File: config.mk
export PLATFORM = sky130hd
export DESIGN_NAME = svf_converter
export DESIGN_NICKNAME = d
export VERILOG_FILES = /design/src/logic/svf_pkg.sv /design/src/logic/svf_converter.sv
export VERILOG_INCLUDE_DIRS = /design/src /design/src/logic
export SDC_FILE = /design/constraint.sdc
export NUM_CORES = 1
export LEC_CHECK = 0
export ABC_AREA = 1
export ABC_CLOCK_PERIOD_IN_PS = 11300
export BUFFER_PORTS_ARGS = -buffer_cell sky130_fd_sc_hd__buf_2
export CORE_UTILIZATION = 55
export CTS_BUF_LIST = sky130_fd_sc_hd__clkbuf_16
export DETAILED_ROUTE_END_ITERATION = 12
export HOLD_SLACK_MARGIN = 0.02
export PLACE_DENSITY = 0.82
export REMOVE_ABC_BUFFERS = 1
export SLEW_MARGIN = 20
export SYNTH_ARGS = -nofsm -noshare
export SYNTH_HDL_FRONTEND = slang
export SYNTH_SLANG_ARGS = --single-unit
File: constraint.sdc
create_clock -name MCLK -period 11.3 [get_ports MCLK]
set_input_delay 0.565 -clock MCLK [delete_from_list [all_inputs] [get_ports MCLK]]
set_output_delay 0.565 -clock MCLK [all_outputs]
set_load 0.005 [all_outputs]
File: src/logic/svf_map.svh
`ifndef SVF_MAP_SVH
`define SVF_MAP_SVH
// Contract
// - One channel pair reaches the modulator
// - Select codes map to four input pairs
// - Polarity and gain set the input span
// - Single variant: unipolar, gain one only
// - Rate spans 0.05 to 0.45 clock
// - Pulses fixed width, only rate varies
// - Pulse lasts one whole clock period
// - Pulse starts on a clock edge
// - Output invalid until settling elapses
// - Modulator samples input every clock
// - Comparator drives one-bit feedback every clock
// - Power-down low halts conversion

// Analog codes and reference are unsigned sample words
`define SVF_CODE_W 12
// Integrator word width, covers threshold plus one step
`define SVF_ACC_W 19
// Charge per clock is REF*2 + 8*num; balance point is 40*REF
`define SVF_OFFSET_MUL 2
`define SVF_SLOPE_SHIFT 3
`define SVF_THRESH_MUL 40
// Settling in master clock cycles per variant
`define SVF_SETTLE_MULTI 4'h2
`define SVF_SETTLE_SINGLE 4'ha
// Channel select codes
`define SVF_SEL_1_4 2'h0
`define SVF_SEL_2_4 2'h1
`define SVF_SEL_3_4 2'h2
`define SVF_SEL_1_2 2'h3
`endif

File: src/logic/svf_pkg.sv
package svf_pkg;
  `include "svf_map.svh"

  // Pin strapped controls
  typedef struct packed {
    logic single_variant;
    logic channel_select_hi;
    logic channel_select_lo;
    logic polarity_select;
    logic gain_select;
  } svf_cfg_t;

  // The four buffered inputs, sampled as codes
  typedef struct packed {
    logic [`SVF_CODE_W-1:0] analog_input_one;
    logic [`SVF_CODE_W-1:0] analog_input_two;
    logic [`SVF_CODE_W-1:0] analog_input_three;
    logic [`SVF_CODE_W-1:0] analog_input_common;
  } svf_ain_t;

  typedef enum logic [2:0] {
    SVF_HALT = 3'h1,
    SVF_SETTLE = 3'h2,
    SVF_RUN = 3'h4
  } svf_state_t;

  typedef struct packed {
    svf_state_t state;
    logic [`SVF_ACC_W-1:0] acc;
    logic [3:0] settle_cnt;
    svf_cfg_t cfg_prev;
    logic freq_out;
    logic freq_valid;
  } svf_regs_t;
endpackage

File: src/logic/svf_converter.sv
`timescale 1ns/100ps
`include "svf_map.svh"
module svf_converter (
  // Clock and reset
  input wire logic MCLK,
  input wire logic SYS_RST,
  // Straps and power control
  input wire svf_pkg::svf_cfg_t CFG,
  input wire logic POWER_DOWN_N,
  // Analog side as codes
  input wire svf_pkg::svf_ain_t AIN,
  input wire logic [11:0] REF_LEVEL,
  // Pulse train
  output logic FREQ_OUT,
  output logic FREQ_VALID
);
  import svf_pkg::*;

  svf_regs_t r;
  svf_regs_t next_r;
  logic [11:0] pos;
  logic [11:0] neg;
  logic signed [15:0] diff;
  logic signed [15:0] scaled;
  logic signed [15:0] span;
  logic [15:0] num;
  logic [`SVF_ACC_W-1:0] charge;
  logic [`SVF_ACC_W-1:0] thresh;
  logic [`SVF_ACC_W-1:0] sum;
  logic bipolar;
  logic gain_two;
  logic [3:0] settle_len;

  // Differential multiplexer: exactly one pair reaches the modulator
  always_comb begin
    pos = AIN.analog_input_one;
    neg = AIN.analog_input_common;
    if (CFG.single_variant) begin
      neg = 12'h000; // Single-ended against ground
    end else begin
      unique case ({CFG.channel_select_hi, CFG.channel_select_lo})
        `SVF_SEL_1_4: begin
          pos = AIN.analog_input_one;
          neg = AIN.analog_input_common;
        end
        `SVF_SEL_2_4: begin
          pos = AIN.analog_input_two;
          neg = AIN.analog_input_common;
        end
        `SVF_SEL_3_4: begin
          pos = AIN.analog_input_three;
          neg = AIN.analog_input_common;
        end
        `SVF_SEL_1_2: begin
          pos = AIN.analog_input_one;
          neg = AIN.analog_input_two;
        end
      endcase
    end
  end

  // Span selection; single variant ignores polarity and gain straps
  assign bipolar = ~CFG.single_variant & ~CFG.polarity_select;
  assign gain_two = ~CFG.single_variant & CFG.gain_select;
  assign settle_len = CFG.single_variant ? `SVF_SETTLE_SINGLE : `SVF_SETTLE_MULTI;

  // Map input to a fraction num/(2*REF), clamped to the span ends
  always_comb begin
    diff = $signed({4'h0, pos}) - $signed({4'h0, neg});
    span = $signed({3'h0, REF_LEVEL, 1'b0});
    if (bipolar) begin
      scaled = (gain_two ? (diff <<< 1) : diff) + $signed({4'h0, REF_LEVEL});
    end else begin
      scaled = gain_two ? (diff <<< 2) : (diff <<< 1);
    end
    if (scaled < 16'sh0000) begin
      num = 16'h0000;
    end else if (scaled > span) begin
      num = 16'(span);
    end else begin
      num = 16'(scaled);
    end
  end

  // Charge per clock gives a rate of (1 + 8x)/20 of the clock
  assign charge = `SVF_ACC_W'({REF_LEVEL, 1'b0}) * `SVF_ACC_W'(`SVF_OFFSET_MUL / 2)
    + (`SVF_ACC_W'(num) << `SVF_SLOPE_SHIFT);
  assign thresh = `SVF_ACC_W'(REF_LEVEL) * `SVF_ACC_W'(`SVF_THRESH_MUL);
  assign sum = r.acc + charge;

  // Next state
  always_comb begin
    next_r = r;
    next_r.cfg_prev = CFG;
    next_r.freq_out = 1'b0;
    if (!POWER_DOWN_N) begin
      next_r.state = SVF_HALT;
      next_r.acc = '0;
      next_r.freq_valid = 1'b0;
      next_r.settle_cnt = 4'h0;
    end else begin
      // Integrate every clock; comparator bit removes one reference quantum
      if (sum >= thresh) begin
        next_r.acc = sum - thresh;
        next_r.freq_out = 1'b1; // One-cycle pulse launched by this edge
      end else begin
        next_r.acc = sum;
      end
      unique case (r.state)
        SVF_HALT: begin
          next_r.state = SVF_SETTLE; // Wake-up counts as power-up
          next_r.settle_cnt = 4'h0;
          next_r.freq_valid = 1'b0;
        end
        SVF_SETTLE: begin
          if (CFG != r.cfg_prev) begin
            next_r.settle_cnt = 4'h0;
          end else if (r.settle_cnt + 4'h1 >= settle_len) begin
            next_r.state = SVF_RUN;
            next_r.freq_valid = 1'b1;
          end else begin
            next_r.settle_cnt = r.settle_cnt + 4'h1;
          end
        end
        SVF_RUN: begin
          if (CFG != r.cfg_prev) begin
            next_r.state = SVF_SETTLE;
            next_r.settle_cnt = 4'h0;
            next_r.freq_valid = 1'b0;
          end
        end
        default: begin
          next_r.state = SVF_HALT;
          next_r.freq_valid = 1'b0;
        end
      endcase
    end
  end

  // State register; pulse is a whole clock since outputs must be registered
  always_ff @(posedge MCLK) begin
    if (SYS_RST) begin
      r <= '{state: SVF_HALT, acc: '0, settle_cnt: 4'h0, cfg_prev: '0, freq_out: 1'b0, freq_valid: 1'b0};
    end else begin
      r <= next_r;
    end
  end

  assign FREQ_OUT = r.freq_out;
  assign FREQ_VALID = r.freq_valid;
endmodule

==> results of run 1 <==
## how the worst min path moves through the flow
stage          slack [ns]          to  depth (start not counted)
2_1_floorplan        0.48  FREQ_VALID                          1
3_3_place_gp         0.47  FREQ_VALID                          1
3_5_place_dp         0.47  FREQ_VALID                          1
4_1_cts              0.48  FREQ_VALID                          1
5_1_grt              0.51  FREQ_VALID                          1
6_report             0.48  FREQ_VALID                          1
## power by group through the flow
stage / combinational [W] / clock [W] / sequential (W)
after floorplan: 0.00138 / 0 / 0.000146
after global routing: 0.00200 / 0.000138 / 0.000149
after CTS: 0.00176 / 0.000132 / 0.000147
after detailed placement: 0.00174 / 0 / 0.000149
final: 0.00179 / 0.000131 / 0.000147
after global placement: 0.00173 / 0 / 0.000149
## area by class of cell
| type | instances | share of cell area [%] |
|---|---|---|
| multi-input combinational | 821 | 72.4 |
| tap | 140 | 2.52 |
| clock buffer | 5 | 1.80 |
| inverter | 158 | 8.53 |
| clock inverter | 3 | 0.198 |
| sequential | 32 | 9.21 |
| timing repair buffer | 73 | 5.40 |
## cell families (layout without fill, tap and decap cells)
family	count (synthesis)	count (layout)	share of synthesized area, %
AO/OA/AOI/OAI	180	180	16.1
XOR/XNOR	47	47	6.46
adder cells (fa/ha/maj)	117	117	24.8
other	1	1	0.0589
AND/OR/NAND/NOR	476	476	31.7
buffers and inverters	178	239	10.9
flip-flops	32	32	10.1
## worst max-delay path: cells and delay by family
kind / cells / cell delay (ns)
AND/OR/NAND/NOR: 24 / 2.82
adder cells (fa/ha/maj): 8 / 2.87
AO/OA/AOI/OAI: 13 / 2.56
buffers and inverters: 11 / 1.20
XOR/XNOR: 2 / 0.42
## metal layers
layer	up-vias	wire, um	GRT usage, %	share of wire [%]
met5	-	0	0	0
met2	231	7080	46.1	43
met1	2938	8120	39.7	49
li1	3477	-	-	-
met3	28	1080	4.21	6.5
met4	0	286	6.00	1.7
## flip-flops by register name, summed over array words and instances, names as in the netlist
signal,count
r,30
FREQ_OUT,1
FREQ_VALID,1
## placed cells by master (no fill, tap or decap), types with 10 or more instances in the layout
cell type  Yosys  routed
fa_1          15      15
nand4_1       11      11
o21ai_0       51      51
nand3_1       75      75
o21ai_1       10      10
nand2_1      242     242
a21oi_1       76      76
inv_1        151     151
nor2_1       115     115
dfxtp_1       32      32
buf_2          6      69
ha_1         102     102
o22ai_1       12      12
xnor2_1       13      13
xor2_1        34      34
## metrics by stage
stage	cells	setup slack, ns	power, W	hold slack (ns)	cell area, um^2
floorplan	1011	2.16	0.00153	0.481	6270
global placement	1224	1.30	0.00188	0.467	6820
detailed placement	1224	1.04	0.00189	0.470	6820
CTS	1232	1.24	0.00204	0.484	6960
global route	1232	0.223	0.00229	0.507	6960
finish	1232	1.06	0.00207	0.481	6960
==> run metrics, run 1 <==
GP Congestion 0.932; PwrDens 297 mW/mm^2; Mapped Cells 1,031; crit path max fanout 20; IO Pins 70; vias in the first global route 5,883; Final period util 90.6%; HP Class flip-flop to flip-flop; clock share of power 6.3%; P_sw 0.00119 W; first-pass GRT wire length 27,100 um; Worst setup SP type input pin; # rows 38; crit end category flip-flop; Port-buffer cells 69; DRT iter0 DRCs 448; Final Util 62.8%; vias after detailed routing 6,674; Clock Pin Slew Worst Setup and Hold Paths 0.05 ns; post-CTS sizing 0; Seq cells post-synth 32; EDFF count, synth 0; arrival time at the worst endpoint 10.46 ns; Async S/R FF share, synth 0%; Unique masters post-synth 46; area grow syn2layout 9.23%; Die Height 110 um; wire per inst 13.4 um; FILL cells 1,017; register area share after synthesis 10.1%; top-count cell post-synth nand2_1; Critical Path Start CFG[3]; GRT Util Overall 28.4%; initial antenna violation count 0; cell taking the most area after synthesis ha_1; final net count 1,276; Post-Syn Area per Cell 6.18 um^2; cell area after synthesis 0.00637 mm^2; fmax 97.7 MHz; CP max stage delay 0.51 ns; r2r endpoint r[20]; Clock Skew 0.00475 ns; Max IR drop VDD 0.289 mV; register share of total power 7.1%; Critical R2R Launch r[20]; Crit path top cell by count nand2_1; die area 0.0120 mm^2; r2r setup slk 6.92 ns; core area 0.0111 mm^2; clock sinks 32; DR vias/cell 5.42; grt ovf 0; chip width 110 um; Ant. Diodes 0; share of cells above drive strength 1 10.1%; register area 641 um^2; outcome finished clean; Synth area leaders ha_1 (20%), nand2_1 (14%), dfxtp_1 (10%), inv_1 (8.9%), nor2_1 (6.8%); RSZ-0062 raised after global routing false; Post-CTS Setup Inserts 0; number of max-cap violations 0; DR pass1 iterations 7; max_slew headroom 35.4%; Synth top cells by count nand2_1 (242), inv_1 (151), nor2_1 (115); H-tree levels 2; clk buf depth 2; final setup fails 0; fin crit period 10.24 ns; Multi-input gate area 0.00503 mm^2; Setup TNS 0 ns; post-route antenna net violation count 0; Clk Latency, worst-skew pair 0.28 ns; Ys Warns 0; share of the synthesized area in the top cell type 20.0%; Leakage 3.91 nW; Setup CP Type input pin to flip-flop; CTS buffer count 5; Sw Ratio 57.7%; HP Start FREQ_VALID; CTS tree yes; Worst-Margin Slew 0.966 ns; combinational share of power 86.5%; worst path required time 11.52 ns; worst setup path endpoint r[20]; maximum number of pins on one net before global-route repair 23; DRT Wirelength 16,600 um; Slew Limit Fails 0; Initial Utilization 57.5%; Residual DRC 0; Hold Buf Count CTS 0; R2R cell count 21; cell at the slowest stage of the critical path nand3_1; Root Buffer clkbuf_16; Hold Fails Final Rpt 0; dominant synthesized flop cell dfxtp_1; hpwl dp 13,900 um; internal power 0.000873 W
Note: power is estimated with default switching activity, not from simulation.
==> run 2, diff against run 1 <==
Settings changed: CORE_UTILIZATION 55 to 62, CTS_CLUSTER_DIAMETER set to 120, PLACE_DENSITY 0.82 to 0.9.
==> run 2 against run 1 <==
Net effect:
- final area rose by 0.18%
- critical path type unchanged
- total power rose by 1.6%
- critical endpoint unchanged
- hold slack improved by 0.00050 ns
- routed wire length rose by 0.29%
- sequential power barely moved
- first-iteration DRC count rose by 19%
- register-to-register slack barely moved
- via count rose by 0.28%
- critical path depth fell by 1
- worst setup slack got worse by 0.070 ns
- die area fell by 11%
- maximum frequency fell by 0.68%
==> run metrics, run 2 (synthesis results as in run 1) <==
outcome finished clean (unchanged); Hold Crit Depth 1 (unchanged); hold endpoint FREQ_VALID (unchanged); Multi-input gate area 0.00504 mm^2 (was 0.00503 mm^2); Ant. Diodes 0 (unchanged); final net count 1,275 (was 1,276); FILL cells 840 (was 1,017); maximum number of pins on one net before global-route repair 23 (unchanged); GRT Util Overall 32.5% (was 28.4%); area grow syn2layout 9.43% (was 9.23%); post-route antenna net violation count 0 (unchanged); Clock Skew 0.00526 ns (was 0.00475 ns); number of max-cap violations 0 (unchanged); HP Start FREQ_VALID (unchanged); Placement Setup Slack 0.681 ns (was 1.04 ns); Root Buffer clkbuf_16 (unchanged); IO Pins 70 (unchanged); Setup WS post-layout 0.995 ns (was 1.06 ns); Hold Fails Final Rpt 0 (unchanged); H-tree levels 2 (unchanged); Largest Register r (unchanged); R2R cell count 21 (unchanged); crit end category flip-flop (unchanged); fin crit period 10.31 ns (was 10.24 ns); GP Congestion 0.921 (was 0.932); Setup TNS 0 ns (unchanged); Clk Latency, worst-skew pair 0.28 ns (about the same); worst path required time 11.52 ns (about the same); Max IR drop VDD 0.228 mV (was 0.289 mV); Crit path top cell by count nand2_1 (unchanged); CP max stage delay 0.55 ns (was 0.51 ns); commonest non-fill, non-tap cell in the layout nand2_1 (unchanged); DRT Wirelength 16,600 um (about the same); Setup CP Type input pin to flip-flop (unchanged); Leakage 3.91 nW (about the same); fmax 97.0 MHz (was 97.7 MHz); Critical R2R Launch r[14] (was r[20]); vias after detailed routing 6,693 (was 6,674); Clock Pin Slew Worst Setup and Hold Paths 0.05 ns (about the same); r2r endpoint r[20] (unchanged); Initial Utilization 64.6% (was 57.5%); first-pass GRT wire length 27,500 um (was 27,100 um); arrival time at the worst endpoint 10.52 ns (was 10.46 ns); vias in the first global route 6,057 (was 5,883); hpwl dp 13,400 um (was 13,900 um); Port-buffer cells 69 (unchanged); register area 641 um^2 (unchanged); Worst setup SP type input pin (unchanged); Final period util 91.2% (was 90.6%); max_slew headroom 41.5% (was 35.4%); CTS tree yes (unchanged); cell at the slowest stage of the critical path nand3_1 (unchanged); DR vias/cell 5.47 (was 5.42); # rows 36 (was 38); Hold Buf Count CTS 0 (unchanged); final setup fails 0 (unchanged); clk buf depth 2 (unchanged); DRT iter0 DRCs 534 (was 448); initial antenna violation count 0 (unchanged); CTS buffer count 5 (unchanged); core area 0.00986 mm^2 (was 0.0111 mm^2); Worst-Margin Slew 0.874 ns (was 0.966 ns); r2r setup slk 6.93 ns (was 6.92 ns); Slew Limit Fails 0 (unchanged); RSZ-0062 raised after global routing false (unchanged); Residual DRC 0 (unchanged); wire per inst 13.6 um (was 13.4 um); HP Class flip-flop to flip-flop (unchanged); commonest cells after routing, fill and taps aside nand2_1 (242), inv_1 (152), nor2_1 (115) (was nand2_1 (242), inv_1 (151), nor2_1 (115)); chip width 103 um (was 110 um); share of cells above drive strength 1 10.1% (about the same); grt ovf 0 (unchanged); clock sinks 32 (unchanged); post-CTS sizing 0 (unchanged); DR pass1 iterations 7 (unchanged); Post-CTS Setup Inserts 0 (unchanged); Die Height 103 um (was 110 um); PwrDens 301 mW/mm^2 (was 297 mW/mm^2); max FFs per register 30 (unchanged); crit path max fanout 20 (unchanged); die area 0.0107 mm^2 (was 0.0120 mm^2)
## run 2: cell types whose count changed in the layout (fill, tap and decap cells not counted), sizes merged
cell    change
inv         +1
clkinv      -2
buf         -1
bufinv      +1
## run 2: cell type report
type | instances | share of cell area (%)
Inverter | 158 | 8.51
Clock inverter | 3 | 0.557
Timing Repair Buffer | 72 | 5.28
Multi-Input combinational cell | 821 | 72.3
Sequential cell | 32 | 9.19
Clock buffer | 5 | 1.80
Tap cell | 133 | 2.39
## run 2: worst max-delay path: cells and delay by family
| kind | cells | cell delay (ns) |
|---|---|---|
| buffers and inverters | 10 | 1.00 |
| and+or+nand+nor | 24 | 2.74 |
| adders and majority gates | 8 | 2.83 |
| AOI/OAI and AO/OA | 13 | 2.93 |
| xor gates and xnor gates | 2 | 0.44 |
## run 2: worst max-delay path by stage
stage            from     to  cells past startpoint
2_1_floorplan  CFG[3]  r[21]                     56
3_3_place_gp   CFG[3]  r[21]                     57
3_5_place_dp   CFG[3]  r[20]                     57
4_1_cts        CFG[3]  r[20]                     57
5_1_grt        CFG[3]  r[14]                     57
6_report       CFG[3]  r[20]                     57
## run 2: metal layers
metal	track usage [%]	vias up	share of wire, %
met4	9.21	0	2.0
li1	-	3465	-
met3	6.52	27	8.8
met5	0	-	0
met1	43.3	2903	45
met2	53.2	298	44
## run 2: report_power, final
| part | switching [W] | internal (W) |
|---|---|---|
| logic | 0.00114 | 0.000658 |
| clock network | 0.0000518 | 0.000103 |
| registers | 0.0000123 | 0.000137 |
| total | 0.00120 | 0.000897 |
## run 2: stage by stage
step | hold slack (ns) | utilization [%] | area [um^2] | instances | power [W]
final | 0.481 | 70.6 | 6970 | 1224 | 0.00210
after global routing | 0.501 | 70.6 | 6970 | 1224 | 0.00232
after CTS | 0.485 | 70.6 | 6970 | 1224 | 0.00206
after detailed placement | 0.470 | 68.9 | 6800 | 1216 | 0.00188
after global placement | 0.466 | 68.9 | 6800 | 1216 | 0.00186
after floorplan | 0.481 | - | 6270 | 1011 | 0.00153
==> run 3, diff against run 2 <==
Settings changed: BUFFER_PORTS_ARGS -buffer_cell sky130_fd_sc_hd__buf_2 to -buffer_cell sky130_fd_sc_hd__buf_4, PLACE_DENSITY 0.9 to 0.86.
==> run 3 against run 2 <==
Net effect:
- total power increased by 0.81%
- via count increased by 0.45%
- final area increased by 2.7%
- worst setup slack improved by 0.23 ns
- global-route usage increased by 0.89 points
- die area unchanged
- clock power about the same
- sequential share of layout area decreased by 0.24 points
- first-iteration DRC count decreased by 27%
==> run metrics, run 3 (synthesis results as in run 1) <==
Clock Skew 0.00301 ns (was 0.00526 ns); CTS buffer count 5 (unchanged); share of cells above drive strength 1 10.2% (was 10.1%); vias in the first global route 6,238 (was 6,057); hold endpoint r[3] (was FREQ_VALID); commonest cells after routing, fill and taps aside nand2_1 (242), inv_1 (151), nor2_1 (115) (was nand2_1 (242), inv_1 (152), nor2_1 (115)); GP Congestion 0.936 (was 0.921); Clk Latency, worst-skew pair 0.28 ns (about the same); CP max stage delay 0.51 ns (was 0.55 ns); Worst setup SP type input pin (unchanged); WL met3 1250 um (was 1460 um); Final period util 89.2% (was 91.2%); Leakage 3.98 nW (was 3.91 nW); r2r setup slk 6.98 ns (was 6.93 ns); Post-CTS Setup Inserts 0 (unchanged); Critical R2R Launch r[14] (unchanged); die area 0.0107 mm^2 (unchanged); r2r endpoint r[21] (was r[20]); Initial Utilization 64.6% (unchanged); chip width 103 um (unchanged); first-pass GRT wire length 28,300 um (was 27,500 um); core area 0.00986 mm^2 (unchanged); fmax 99.2 MHz (was 97.0 MHz); Hold Crit Depth 2 (was 1); vias after detailed routing 6,723 (was 6,693); FILL cells 888 (was 840); DRT Wirelength 16,800 um (was 16,600 um); RSZ-0062 raised after global routing false (unchanged); crit path max fanout 20 (unchanged); Clock Pin Slew Worst Setup and Hold Paths 0.05 ns (about the same); Worst-Margin Slew 0.714 ns (was 0.874 ns); Routed met1 length 7670 um (was 7480 um); GRT Util Overall 33.4% (was 32.5%); arrival time at the worst endpoint 10.30 ns (was 10.52 ns); Crit path top cell by count nand2_1 (unchanged); worst path required time 11.52 ns (about the same); Sw Ratio 57.2% (about the same); initial antenna violation count 0 (unchanged); # rows 36 (unchanged); Residual DRC 0 (unchanged); cell at the slowest stage of the critical path nand3_1 (unchanged); combinational share of power 85.6% (was 85.5%); Ant. Diodes 0 (unchanged); Slew Limit Fails 0 (unchanged); H-tree levels 2 (unchanged); metal2 WL 7490 um (was 7350 um); CTS tree yes (unchanged); Hold Fails Final Rpt 0 (unchanged); Root Buffer clkbuf_16 (unchanged); register share of total power 7.0% (was 7.1%); highest routed layer met4 (unchanged); post-route antenna net violation count 0 (unchanged); HP Start SYS_RST (was FREQ_VALID); final setup fails 0 (unchanged); DR vias/cell 5.48 (was 5.47); DR pass1 iterations 5 (was 7); maximum number of pins on one net before global-route repair 23 (unchanged); clk buf depth 2 (unchanged); clock sinks 32 (unchanged); DRT iter0 DRCs 388 (was 534); crit end category flip-flop (unchanged); max_slew headroom 52.3% (was 41.5%); Port-buffer cells 69 (unchanged); internal power 0.000905 W (was 0.000897 W); wire per inst 13.7 um (was 13.6 um); Largest Register r (unchanged); Final Util 72.6% (was 70.6%); Die Height 103 um (unchanged); HP Class input pin to flip-flop (was flip-flop to flip-flop); Setup TNS 0 ns (unchanged); R2R cell count 23 (was 21); area grow syn2layout 12.4% (was 9.43%); max FFs per register 30 (unchanged); clock share of power 7.4% (about the same); post-CTS sizing 0 (unchanged); commonest non-fill, non-tap cell in the layout nand2_1 (unchanged); P_sw 0.00121 W (was 0.00120 W); grt ovf 0 (unchanged); outcome finished clean (unchanged); hpwl dp 13,800 um (was 13,400 um); Max IR drop VDD 0.229 mV (was 0.228 mV); IO Pins 70 (unchanged); final net count 1,277 (was 1,275); Hold Buf Count CTS 0 (unchanged); number of max-cap violations 0 (unchanged); Setup CP Type input pin to flip-flop (unchanged); fin crit period 10.08 ns (was 10.31 ns); PwrDens 295 mW/mm^2 (was 301 mW/mm^2)
-- run 3: cell count changes in the layout (fill, tap and decap cells not counted) --
cell,before,now
a21oi_1,75,76
buf_4,3,74
buf_2,69,0
inv_1,152,151
a21oi_2,2,1
clkinvlp_4,0,1
-- run 3: power groups by stage --
stage	registers (W)	clock network, W	logic (W)
after detailed placement	0.000149	0	0.00174
final	0.000147	0.000157	0.00181
after floorplan	0.000146	0	0.00138
after global routing	0.000149	0.000165	0.00204
after CTS	0.000147	0.000157	0.00178
after global placement	0.000150	0	0.00172
-- run 3: layout make-up --
cell class                 instances  area, um^2  share of cell area [%]
clock buffer                       5         125                    1.75
clock inverter                     3        42.5                   0.594
timing repair buffer              74         556                    7.76
tap                              133         166                    2.33
sequential                        32         641                    8.95
multi-input combinational        821        5030                    70.3
inverter                         158         593                    8.29
-- run 3: worst max path at each step --
stage / start / end / slack [ns] / depth (start not counted)
2_1_floorplan: CFG[3] / r[21] / 2.16 / 56
3_3_place_gp: CFG[3] / r[21] / 1.38 / 58
3_5_place_dp: CFG[3] / r[21] / 1.15 / 58
4_1_cts: CFG[3] / r[21] / 1.37 / 58
5_1_grt: CFG[3] / r[24] / 0.23 / 60
6_report: CFG[3] / r[21] / 1.22 / 58
-- run 3: stage by stage --
step	area, um^2	hold WS (ns)	setup WS (ns)	instances	total power [W]
final	7160	0.480	1.22	1226	0.00211
after global routing	7160	0.490	0.230	1226	0.00236
after CTS	7160	0.480	1.37	1226	0.00208
after detailed placement	6990	0.477	1.15	1218	0.00189
after global placement	6990	0.475	1.38	1218	0.00187
after floorplan	6270	0.481	2.16	1011	0.00153
-- run 3: critical path: cells and delay by family --
family | cells | cell delay (ns)
AO/OA/AOI/OAI | 13 | 2.55
XOR/XNOR | 2 | 0.41
adder cells (fa/ha/maj) | 8 | 2.89
buffers and inverters | 11 | 1.23
AND/OR/NAND/NOR | 24 | 2.66
-- run 3: routing by layer --
metal	vias up	track usage (%)
li1	3470	-
met1	2960	45.0
met2	250	55.7
met3	43	4.77
met4	0	9.10
met5	-	0
